$ cat src/verilog/spgc_pkg.sv
// Package for the shared-pin GPIO and chip identification block.
// Assumes a 16-bit memory-mapped data bus with word addresses.
package spgc_pkg;
  localparam int SPGC_ADDR_W = 16;
  localparam int SPGC_DATA_W = 16;
  localparam int SPGC_PINS = 8;
  localparam int SPGC_SERIAL_PINS = 13;
  // Word addresses of the registers
  localparam logic [15:0] SPGC_ADDR_DIR = 16'h003c;
  localparam logic [15:0] SPGC_ADDR_STATUS = 16'h003d;
  localparam logic [15:0] SPGC_ADDR_ID = 16'h003e;
  // Field positions
  localparam int SPGC_LEVEL_LSB = 0;
  localparam int SPGC_REV_LSB = 4;
  localparam int SPGC_SUB_LSB = 0;
  // Reset values
  localparam logic [7:0] SPGC_DIR_RESET = 8'h00;
  localparam logic [7:0] SPGC_STATUS_RESET = 8'h00;
  // Arbitrary revision code, not tied to any real part
  localparam logic [3:0] SPGC_CHIP_REV = 4'h1;
  // Single-core subsystem code
  localparam logic [3:0] SPGC_SUBSYS_SINGLE = 4'h0;
endpackage : spgc_pkg

$ cat src/verilog/spgc_gpio.sv
// Shared-pin GPIO and chip identification registers.
// Assumes a single-cycle memory-mapped data bus on clk_sys; read data is
// registered and valid the cycle after a read strobe.
//
// Functional notes
// - GPIO use of a shared pin only while its primary function is idle.
// - Thirteen serial pins and eight host data pins are GPIO candidates.
// - Serial pins become GPIO only while their section is held in reset.
// - Host data pins are GPIO when host port disabled or in wide mode.
// - One direction bit per host data pin selects input or output.
// - Status bits 7..0 read/write, reset 0; bits 15..8 read 0.
// - Direction register at word 003Ch, status at the next word.
// - Read-only identification register; writes ignored.
// - Chip revision code in identification bits 7..4.
// - Subsystem code in bits 3..0, single-core value.
`timescale 1ns/100ps
`default_nettype none
module spgc_gpio (
  // Clock and reset
  input wire logic clk_sys,
  input wire logic rst_n,
  // Memory-mapped register port
  input wire logic [spgc_pkg::SPGC_ADDR_W-1:0] mmr_addr,
  input wire logic mmr_wr,
  input wire logic mmr_rd,
  input wire logic [spgc_pkg::SPGC_DATA_W-1:0] mmr_wdata,
  output logic [spgc_pkg::SPGC_DATA_W-1:0] mmr_rdata,
  // Host port mode
  input wire logic host_port_enable,
  input wire logic host_port_wide_mode,
  // Host data pins (oe low = driving)
  input wire logic [spgc_pkg::SPGC_PINS-1:0] host_port_data_pins_in,
  output logic [spgc_pkg::SPGC_PINS-1:0] host_port_data_pins_out,
  output logic [spgc_pkg::SPGC_PINS-1:0] host_port_data_pins_oe_n,
  // Serial-port pins and section resets
  input wire logic serial_rx_in_reset,
  input wire logic serial_tx_in_reset,
  input wire logic [spgc_pkg::SPGC_SERIAL_PINS-1:0] serial_gpio_rx_mask,
  input wire logic [spgc_pkg::SPGC_SERIAL_PINS-1:0] serial_gpio_dir_req,
  output logic [spgc_pkg::SPGC_SERIAL_PINS-1:0] serial_gpio_allowed,
  // Host port GPIO availability
  output logic host_gpio_active
);
  import spgc_pkg::*;

  // Register state
  logic [SPGC_PINS-1:0] dir;
  logic [SPGC_PINS-1:0] level_out;
  logic [SPGC_PINS-1:0] next_dir;
  logic [SPGC_PINS-1:0] next_level_out;
  // Address decode
  logic sel_dir;
  logic sel_status;
  logic sel_id;
  logic wr_dir;
  logic wr_status;
  // Read path
  logic [SPGC_PINS-1:0] status_view;
  logic [SPGC_DATA_W-1:0] id_word;
  logic [SPGC_DATA_W-1:0] next_rdata;
  // Pin path and mode
  logic [SPGC_PINS-1:0] pin_sync;
  logic gpio_mode;
  logic next_gpio_mode;
  logic [SPGC_PINS-1:0] next_oe_n;
  logic [SPGC_PINS-1:0] next_pins_out;
  // Serial pins
  logic [SPGC_SERIAL_PINS-1:0] serial_offer;
  logic [SPGC_SERIAL_PINS-1:0] next_serial_allowed;

  // Pin levels cross into clk_sys before anything reads them
  spgc_sync #(
    .WIDTH(SPGC_PINS)
  ) u_sync (
    .clk_sys(clk_sys),
    .rst_n(rst_n),
    .async_in(host_port_data_pins_in),
    .sync_out(pin_sync)
  );

  // Full 16-bit compare; aliases would shadow neighbouring peripherals
  always_comb
  begin
    sel_dir = (mmr_addr == SPGC_ADDR_DIR);
    sel_status = (mmr_addr == SPGC_ADDR_STATUS);
    sel_id = (mmr_addr == SPGC_ADDR_ID);
    wr_dir = mmr_wr && sel_dir;
    wr_status = mmr_wr && sel_status;
  end

  // Register group; the ID word has no write enable at all
  always_comb
  begin
    next_dir = dir;
    next_level_out = level_out;
    if (wr_dir)
    begin
      next_dir = mmr_wdata[SPGC_PINS-1:0];
    end
    if (wr_status)
    begin
      next_level_out = mmr_wdata[SPGC_LEVEL_LSB +: SPGC_PINS];
    end
  end

  always_ff @(posedge clk_sys or negedge rst_n)
  begin
    if (!rst_n)
    begin
      dir <= SPGC_DIR_RESET;
      level_out <= SPGC_STATUS_RESET;
    end
    else
    begin
      dir <= next_dir;
      level_out <= next_level_out;
    end
  end

  // Mode group
  always_comb
  begin
    next_gpio_mode = !host_port_enable || host_port_wide_mode;
  end

  always_ff @(posedge clk_sys or negedge rst_n)
  begin
    if (!rst_n)
    begin
      gpio_mode <= 1'b0;
      host_gpio_active <= 1'b0;
    end
    else
    begin
      gpio_mode <= next_gpio_mode;
      host_gpio_active <= next_gpio_mode;
    end
  end

  // Each pin: 1 = output, 0 = input; inputs read the synchronised level
  genvar gi;
  generate
    for (gi = 0; gi < SPGC_PINS; gi++)
    begin : g_pin
      assign status_view[gi] = dir[gi] ? level_out[gi] : pin_sync[gi];
      assign next_oe_n[gi] = !(gpio_mode && dir[gi]);
      assign next_pins_out[gi] = level_out[gi];
    end
  endgenerate

  // Pins stay released through reset, so nothing fights the board
  always_ff @(posedge clk_sys or negedge rst_n)
  begin
    if (!rst_n)
    begin
      host_port_data_pins_oe_n <= 8'hff;
      host_port_data_pins_out <= 8'h00;
    end
    else
    begin
      host_port_data_pins_oe_n <= next_oe_n;
      host_port_data_pins_out <= next_pins_out;
    end
  end

  // Serial pins are offered only while their owning section sits in reset
  generate
    for (gi = 0; gi < SPGC_SERIAL_PINS; gi++)
    begin : g_ser
      assign serial_offer[gi] = serial_gpio_rx_mask[gi] ? serial_rx_in_reset
                                                         : serial_tx_in_reset;
    end
  endgenerate

  // A direction request never widens what the section reset allows
  always_comb
  begin
    next_serial_allowed = (serial_offer & serial_gpio_dir_req) | serial_offer;
  end

  always_ff @(posedge clk_sys or negedge rst_n)
  begin
    if (!rst_n)
    begin
      serial_gpio_allowed <= 13'h0000;
    end
    else
    begin
      serial_gpio_allowed <= next_serial_allowed;
    end
  end

  // Read group; upper byte is reserved and reads zero
  assign id_word = {8'h00, SPGC_CHIP_REV, SPGC_SUBSYS_SINGLE};

  always_comb
  begin
    next_rdata = mmr_rdata;
    if (mmr_rd)
    begin
      if (sel_dir)
      begin
        next_rdata = {8'h00, dir};
      end
      else if (sel_status)
      begin
        next_rdata = {8'h00, status_view};
      end
      else if (sel_id)
      begin
        next_rdata = id_word;
      end
      else
      begin
        next_rdata = 16'h0000;
      end
    end
  end

  // Read data holds between reads, so a slow reader is safe
  always_ff @(posedge clk_sys or negedge rst_n)
  begin
    if (!rst_n)
    begin
      mmr_rdata <= 16'h0000;
    end
    else
    begin
      mmr_rdata <= next_rdata;
    end
  end
endmodule : spgc_gpio
`default_nettype wire

$ cat src/verilog/spgc_sync.sv
// Two-flop synchroniser for a vector of pin levels.
// Assumes inputs are asynchronous to clk_sys.
`timescale 1ns/100ps
`default_nettype none
module spgc_sync #(
  parameter int WIDTH = 8
) (
  // Clock and reset
  input wire logic clk_sys,
  input wire logic rst_n,
  // Data
  input wire logic [WIDTH-1:0] async_in,
  output logic [WIDTH-1:0] sync_out
);
  logic [WIDTH-1:0] stage1;
  logic [WIDTH-1:0] next_stage1;
  logic [WIDTH-1:0] next_sync_out;

  always_comb
  begin
    next_stage1 = async_in;
    next_sync_out = stage1;
  end

  always_ff @(posedge clk_sys or negedge rst_n)
  begin
    if (!rst_n)
    begin
      stage1 <= '0;
      sync_out <= '0;
    end
    else
    begin
      stage1 <= next_stage1;
      sync_out <= next_sync_out;
    end
  end
endmodule : spgc_sync
`default_nettype wire
$ cat config.mk
export PLATFORM = sky130hd
export DESIGN_NAME = spgc_gpio
export DESIGN_NICKNAME = d
export VERILOG_FILES = /design/src/verilog/spgc_pkg.sv /design/src/verilog/spgc_gpio.sv /design/src/verilog/spgc_sync.sv
export SDC_FILE = /design/constraint.sdc
export NUM_CORES = 1
export LEC_CHECK = 0
export BUFFER_PORTS_ARGS = -buffer_cell sky130_fd_sc_hd__clkbuf_2
export CAP_MARGIN = 40
export CORE_UTILIZATION = 41
export CTS_CLUSTER_DIAMETER = 120
export DETAILED_ROUTE_END_ITERATION = 6
export PLACE_DENSITY = 0.75
export SLEW_MARGIN = 15
export SYNTH_ARGS = -nofsm -noshare
export SYNTH_HDL_FRONTEND = slang
export SYNTH_SLANG_ARGS = --single-unit
export TNS_END_PERCENT = 1
$ cat constraint.sdc
create_clock -name clk_sys -period 0.9 [get_ports clk_sys]
set_input_delay 0.045 -clock clk_sys [delete_from_list [all_inputs] [get_ports clk_sys]]
set_output_delay 0.045 -clock clk_sys [all_outputs]
set_load 0.01 [all_outputs]
After elaboration in Yosys (flattened, before gate mapping)

Index checks and enable logic that the tools add are counted.

Eq/ne operators: 3
Mux-type cells: 24
Bitwise logic cells: 2
Reduce and logical (&&, ||, !) cells: 20

Operators with widths:

| cell                                                                    | count |
|---|---|
| 16-bit by 6-bit equality test with 1-bit output (second input constant) | 3 |
| 1-bit 2-to-1 mux                                                        | 21 |
| 16-bit 2-to-1 mux                                                       | 1 |
| 13-bit AND                                                              | 1 |
| 13-bit OR                                                               | 1 |
| 1-bit logical AND                                                       | 10 |
| 1-bit logical NOT                                                       | 9 |
| 8-bit 2-to-1 mux                                                        | 1 |
| 5-bit 2-to-1 mux                                                        | 1 |
| 1-bit logical OR                                                        | 1 |

Register bits: 78
Input bits: 74

Logic depth before layout (Yosys ltp)

Gate-level depths: netlist of the first run.

Depth in word-level cells: 4
Depth in mapped cells: 5

By module

From an unflattened synthesis of the first run, not the netlist that was laid out.

Cell total of the unflattened synthesis: 180
Area, all modules: 2647.5 µm²

Modules (own cells, without submodules):

| module    | instances | cells each | area an instance (µm²) | sequential area each (µm²) |
|---|---|---|---|---|
| spgc_gpio | 1         | 164        | 2247.2                 | 1361.3 |
| spgc_sync | 1         | 16         | 400.4                  | 400.4 |

Worst setup path before layout of the first run

No wires, ideal clock.

Path kind: input -> register
Start: input port mmr_addr[6] in the netlist's numbering
End: register level_out[0]
Setup time: 0.125 ns
Arrival time: 1.202 ns
Setup slack: -0.427 ns
Stages: 5
Buffers on the path: 1
Cells stage by stage: nor4bb_1 and4_4 and4b_1 buf_6 mux2_4

Cells in the longest elaborated chain, start to end: 2

Ends and longest elaborated chain:

| element                                         | line             | source |
|---|---|---|
| from (decl)                                     | spgc_gpio.sv:23  | `input wire logic [spgc_pkg::SPGC_ADDR_W-1:0] mmr_addr,` |
| 16-bit by 6-bit equality test with 1-bit output | spgc_gpio.sv:85  | `sel_status = (mmr_addr == SPGC_ADDR_STATUS);` |
| 1-bit logical AND                               | spgc_gpio.sv:88  | `wr_status = mmr_wr && sel_status;` |
| to (signal assigned)                            | spgc_gpio.sv:116 | `level_out <= next_level_out;` |
| to (decl)                                       | spgc_gpio.sv:48  | `logic [SPGC_PINS-1:0] level_out;` |

Every way passes these cells.
A chain may end at the register's enable or synchronous reset.

Worst setup path in the final report of the first run

Start: input port mmr_addr[8] in the netlist's numbering
End: register level_out[4]

Same word-level chain as after synthesis.

==> results of run 1 <==
## cell type report
type / instances / area (µm²) / area share [%]
Clock buffer: 12 / 155 / 3.99
Clock inverter: 4 / 70.1 / 1.80
Inverter: 8 / 30.0 / 0.773
Multi-Input combinational cell: 83 / 769 / 19.8
Sequential cell: 70 / 1760 / 45.4
Tap cell: 75 / 93.8 / 2.41
Timing Repair Buffer: 143 / 1000 / 25.9
## stage by stage
step | setup slack [ns] | cells | power [mW] | TNS (ns) | utilization [%]
global placement | -0.549 | 347 | 3.73 | -11.64 | 53.6
finish | -0.305 | 395 | 6.64 | -5.80 | 64.9
floorplan | -0.408 | 176 | 3.48 | -6.44 | -
CTS | -0.222 | 395 | 6.67 | -4.40 | 63.5
global route | -0.321 | 395 | 6.89 | -7.10 | 64.9
detailed placement | -0.624 | 347 | 3.74 | -13.01 | 53.6
## sequential cells by signal, summed over array words and instances (netlist names)
name	cells
dir	8
serial_gpio_allowed	13
host_port_data_pins_out	8
u_sync.sync_out	8
gpio_mode	1
mmr_rdata	8
level_out	8
host_port_data_pins_oe_n	8
u_sync.next_sync_out	8
## cell usage after synthesis (2+ instances only)
cell	number	area, µm²
dfrtp_1	62	1550
mux2_2	21	236
nand2_1	9	33.8
buf_4	8	60.1
dfstp_2	8	210
inv_1	8	30.0
mux2_4	8	120
a21oi_1	7	35.0
o32ai_1	7	61.3
and3b_1	6	52.6
clkbuf_1	6	22.5
nor2_1	3	11.3
nor4b_2	2	30.0
o21ai_0	2	10.0
## tightest hold or removal path, stage by stage
cell and delay, ns:
clkbuf_2 0.14, o21ai_1 0.08, nand4_1 0.08, o21ai_1 0.06
## per-layer routing
layer | share of wire [%] | routed length [µm]
met1 | 40 | 2470
met4 | 1.4 | 85
met2 | 53 | 3220
met3 | 5.7 | 346
met5 | 0 | 0
## cells in the final DEF, fill, tap and decap left out, types with 8 or more instances in the layout
cell,count
clkbuf_2,80
dfrtp_1,61
dlygate4sd3_1,32
mux2_2,21
buf_4,18
clkbuf_8,11
buf_6,11
nand2_1,9
mux2_4,8
inv_1,8
conb_1,8
dfstp_2,8
## path summary, 6_finish.rpt
check / from / end / slack, ns / cells past startpoint
max: mmr_addr[8] / level_out[4]$_DFFE_PN0P_ / -0.31 / 6
min: mmr_addr[1] / mmr_rdata[4]$_DFFE_PN0P_ / 0.10 / 4
max reg2reg: dir[6]$_DFFE_PN0P_ / mmr_rdata[6]$_DFFE_PN0P_ / -0.10 / 2
min reg2reg: u_sync.next_sync_out[2]$_DFF_PN0_ / u_sync.sync_out[2]$_DFF_PN0_ / 0.34 / 0
max in group asynchronous: rst_n / host_port_data_pins_oe_n[1]$_DFF_PN1_ / 0.31 / 3
min in group asynchronous: rst_n / host_port_data_pins_out[4]$_DFF_PN0_ / 0.25 / 3
## logic make-up after synthesis
group,count (synthesis)
other,1
AND/OR/NAND/NOR,29
multiplexers,29
flip-flops,70
AO/OA/AOI/OAI,17
buffers and inverters,23
## power by group through the flow
stage               Combinational (mW)  Sequential, mW  Clock [mW]
floorplan                        0.146            3.33           0
global placement                 0.411            3.32           0
detailed placement               0.420            3.32           0
CTS                              0.537            3.26        2.87
global route                     0.607            3.27        3.01
finish                           0.552            3.26        2.83
## what timing repair did
item,CTS,global route
setup endpoints to repair,40,59
hold buffers,32,0
setup buffers,0,0
gates resized for setup,9,22
endpoints found under the hold margin,100,0
pin swaps,5,3
==> reports/qor.yml, run 1 <==
timing.hold.ws_ns: 0.104
number_of_antenna_violations_at_the_first_check_in_global_routing: 0
clock-root-buffer: "clkbuf_8"
arrival_ns: 1.43
grt_busiest_layer: "met2"
number_of_synthesized_flops_with_an_enable_pin: 0
count_of_buffers_inserted_at_the_top_level_ports: 90
grt_first_pass_wirelength_um: 9500
period_minus_slack_ns: 1.21
final_hold_viol_count: 0
crit_path_start_kind: "input port"
ys_seq_elements: 70
synth-seq-area-share_pct: 68.7
gp_congestion: 0.789
crit_buf_inv: 2
top_level_ports: 120
async_reset_ff_share_pct: 100
post_synth_and_or_nand_nor_area_fraction_pct: 7.86
route.detailed.drc: 0
final-setup-viol-count: 36
fin_crit_sh_pct: 134
grt.met2_usage_pct: 34.4
detailed_place_hpwl_um: 3840
grt.total_usage_pct: 20.1
grt.overflow.total: 0
n_antenna_cell: 0
ys_warn_count: 0
post_route_cells_drive_above_1_share_pct: 55.3
power.clock.fraction_pct: 42.6
dr.first_iter.drc_count: 81
clock_latency_ns: 0.34
detail-route-antenna-nets: 0
detail_routed_net_length_per_standard_cell_um: 15.5
dieWidth_um: 81.1
worst-setup-path-type: "in -> reg"
fp.dieH_um: 81.1
cpMaxStageDelayCell: "nor4bb_2"
first_pass_iters: 4
min-delay-path-class: "in -> reg"
mapped_cell_area_mm2: 0.00256
power_report.internal_total_mw: 5.23
post_synth_fa_ha_maj_area_fraction_pct: 0
grt_util_met3_pct: 5.96
maxSlewViolCount: 0
cts_tree: "built"
floorplan.die_area_mm2: 0.00657
max_stage_delay_ns: 0.31
post_synth_xor_area_fraction_pct: 0
crit_path_frequent_cell: "buf_6"
outcome: "complete, but fails checks"
worst_clock_skew_ns: 0.00588
core_region_area_mm2: 0.00599
power.density_cell_area_mw_per_mm2: 1710
initial_cell_density_of_the_core_pct: 42.8
critical_path.endpoint_type: "flop"
cts_htree_levels: 3
maximum_number_of_pins_on_one_net_before_global_route_repair: 71
met1_usage_pct: 22.7
synth.mux.area_fraction_pct: 13.9
synth_compound_area_share_pct: 4.49
sw_frac_of_total_pct: 21.3
area_growth_pct: 51.7
clkTransAtPathRegs_ns: 0.07
grt_setup_unrepaired: "true"
cts_num_sinks: 70
vias: 1842
final_critical_path_setup_slack_ns: -0.305
cts_max_path_buffers: 2
synth.lib_cells_used.distinct: 26
synth_top_family_by_area: "multiplexers"
leakage_nw: 1.94
netSwitchingPower_mw: 1.42
layout.cell_area.non_filler_mm2: 0.00389
grt_pass1_vias: 2018
inserted_clock_buffers: 9
power.combinational.fraction_pct: 8.3
postSynthAreaPerCell_um2: 15.2
timing.critical_path.cells: "buf_6, nor4bb_2, and4_4, and4b_1, buf_6, mux2_4"
ir_drop_v: 0.00114
synthesized_instance_count: 169
filler_cell_count: 452
fmax_ghz: 0.830
rows: 28
power.share.sequential_pct: 49.1
synth_top_flop_cell: "dfrtp_1"
data_required_time_at_the_worst_endpoint_ns: 1.12
violated_checks: "negative setup slack"
detail_route.wirelength_um: 6120
cpLargestDelayFamily: "simple AND/OR/NAND/NOR gates"
cp_max_fo: 4
timing.max_cap.violations: 0
final_net_count: 389
dpl-instance-area_mm2: 0.00321
post_drt_via_cell_ratio: 4.66
Power figures use the tool's default switching activity.
==> run 2: changes to the inputs <==
--- a/config.mk
+++ b/config.mk
@@ -7,6 +7,7 @@
 export LEC_CHECK = 0
 export BUFFER_PORTS_ARGS = -buffer_cell sky130_fd_sc_hd__clkbuf_2
 export CAP_MARGIN = 40
+export CORE_ASPECT_RATIO = 1.25
 export CORE_UTILIZATION = 41
 export CTS_CLUSTER_DIAMETER = 120
 export DETAILED_ROUTE_END_ITERATION = 6
==> reports/qor.yml, run 2 (synthesized netlist as in run 1, its figures left out) <==
fp.dieH_um: 90.4  # +12%
n_antenna_cell: 0  # unchanged
timing.max_cap.violations: 0  # unchanged
detail-route-antenna-nets: 0  # unchanged
min-delay-path-class: "in -> reg"
power_report.internal_total_mw: 4.84  # -7.4%
core_region_area_mm2: 0.00590  # -1.6%
dieWidth_um: 72.7  # -10%
worst-setup-path-type: "in -> reg"
detail_route.wirelength_um: 5770  # -5.8%
fin_setup_tns_ns: -4.14  # +1.66 ns
grt_setup_unrepaired: "true"
crit-reg2reg-launch: "level_out[1]$_DFFE_PN0P_"
detail_routed_net_length_per_standard_cell_um: 14.4  # -7.2%
maxSlewViolCount: 0  # unchanged
cts_tree: "built"
clock_latency_ns: 0.34  # about the same
detailed_place_hpwl_um: 3630  # -5.6%
initial_cell_density_of_the_core_pct: 43.5  # +0.69 points
clock-root-buffer: "clkbuf_8"
grt_pass1_vias: 1943  # -3.7%
area_growth_pct: 51.5
final-setup-viol-count: 35  # -2.8%
rows: 31  # +11%
crit_path_start_kind: "input port"
dr.first_iter.drc_count: 40  # -51%
leakage_nw: 1.93  # -0.61%
largest_register_ffs: 13  # unchanged
post_drt_via_cell_ratio: 4.53  # -2.9%
count_of_buffers_inserted_at_the_top_level_ports: 90  # unchanged
vias: 1815  # -1.5%
critical_path.endpoint_type: "flop"
data_required_time_at_the_worst_endpoint_ns: 1.12  # about the same
layout.cells.most_common_list: "78 x clkbuf_2, 61 x dfrtp_1, 32 x dlygate4sd3_1"
final_net_count: 388  # -0.26%
reg2reg_slack_ns: -0.09  # about the same
power.density_cell_area_mw_per_mm2: 1590  # -6.8%
regMostFlops: "serial_gpio_allowed"
inserted_clock_buffers: 9  # unchanged
clkTransAtPathRegs_ns: 0.07  # about the same
floorplan.die_area_mm2: 0.00657  # about the same
first_pass_iters: 4  # unchanged
top_level_ports: 120  # unchanged
cts_htree_levels: 3  # unchanged
ir_drop_v: 0.00104  # -8.6%
power.share.sequential_pct: 52.8  # +3.7 points
fin_crit_sh_pct: 124  # -10 points
most_frequent_standard_cell_in_the_layout_excluding_fill_and_tap_cells: "clkbuf_2"
cts_max_path_buffers: 2  # unchanged
post_cts.repair.setup_buffers: 0  # unchanged
r2r_end: "mmr_rdata[1]$_DFFE_PN0P_"
final_hold_viol_count: 0  # unchanged
outcome: "complete, but fails checks"
post_route_cells_drive_above_1_share_pct: 54.5  # -0.77 points
setup.worst_path.end: "level_out[3]$_DFFE_PN0P_"
critPathLaunch: "mmr_addr[6]"
ff2ff_path_depth: 2  # unchanged
arrival_ns: 1.33  # -0.10 ns
fmax_ghz: 0.898  # +8.2%
grt.total_usage_pct: 19.1  # -0.94 points
sw_frac_of_total_pct: 21.7  # +0.39 points
worst_clock_skew_ns: 0.00813  # +0.00225 ns
grt.overflow.total: 0  # unchanged
gp_congestion: 0.737  # -6.5%
netSwitchingPower_mw: 1.34  # -5.2%
final_critical_path_setup_slack_ns: -0.214  # +0.0913 ns
cp_max_fo: 4  # unchanged
cts_num_sinks: 70  # unchanged
number_of_antenna_violations_at_the_first_check_in_global_routing: 0  # unchanged
grt_first_pass_wirelength_um: 9240  # -2.8%
pnr_total_power_mw: 6.18  # -6.9%
power.combinational.fraction_pct: 9.1  # +0.8 points
violated_checks: "negative setup slack"
power.clock.fraction_pct: 38.2  # -4.4 points
maximum_number_of_pins_on_one_net_before_global_route_repair: 71  # unchanged
period_minus_slack_ns: 1.11  # -0.0913 ns
route.detailed.drc: 0  # unchanged
timing.hold.ws_ns: 0.0800  # -0.0239 ns
run 2: per-stage QoR:
| step | area (µm²) | instances | util [%] | setup slack [ns] |
|---|---|---|---|---|
| 6_report | 3880 | 401 | 65.8 | -0.214 |
| 5_1_grt | 3880 | 401 | 65.8 | -0.253 |
| 4_1_cts | 3790 | 401 | 64.4 | -0.206 |
| 3_5_place_dp | 3210 | 353 | 54.5 | -0.570 |
| 3_3_place_gp | 3210 | 353 | 54.5 | -0.536 |
| 2_1_floorplan | 2590 | 176 | - | -0.408 |
run 2: cell type report:
cell class              instances  area [µm²]
inverters                       8        30.0
fillers                       446        2010
repair buffers                142        1010
clock buffers                  16         190
well taps                      82         103
multi-input cells              83         782
flip-flops and latches         70        1760
run 2: power groups by stage:
| stage | Combinational [mW] | Sequential [mW] | Clock, mW |
|---|---|---|---|
| final | 0.560 | 3.26 | 2.36 |
| after global routing | 0.610 | 3.27 | 2.56 |
| after CTS | 0.539 | 3.26 | 2.41 |
| after detailed placement | 0.420 | 3.32 | 0 |
| after global placement | 0.413 | 3.31 | 0 |
| after floorplan | 0.146 | 3.33 | 0 |
run 2: how the worst min path moves through the flow:
stage / from / endpoint / slack [ns] / cells after the start
6_report: mmr_addr[1] / mmr_rdata[4]$_DFFE_PN0P_ / 0.08 / 4
5_1_grt: mmr_addr[1] / mmr_rdata[4]$_DFFE_PN0P_ / 0.1 / 4
4_1_cts: mmr_addr[1] / mmr_rdata[4]$_DFFE_PN0P_ / 0.07 / 4
3_5_place_dp: rst_n / serial_gpio_allowed[4]$_DFF_PN0_ / 0.09 / 2
3_3_place_gp: rst_n / serial_gpio_allowed[5]$_DFF_PN0_ / 0.09 / 2
2_1_floorplan: rst_n / dir[0]$_DFFE_PN0P_ / -0.25 / 0
run 2: what timing repair did:
action,in CTS,in global routing
gates resized for setup,15,22
gates cloned,0,0
hold buffers,32,0
hold endpoints to repair,100,0
setup endpoints to repair,41,49
pin swaps,4,5
run 2: critical path: stages:
cell and delay (ns):
clkbuf_2 0.08, nor4bb_1 0.26, and4_4 0.25, and4b_2 0.26, buf_6 0.14, mux2_4 0.29
run 2: metal layers:
| layer | track usage, % | vias up | wire, µm |
|---|---|---|---|
| met2 | 33.3 | 76 | 3160 |
| li1 | - | 854 | - |
| met1 | 21.3 | 872 | 2170 |
| met5 | 0 | - | 0 |
| met4 | 8.99 | 0 | 119 |
| met3 | 5.02 | 13 | 311 |
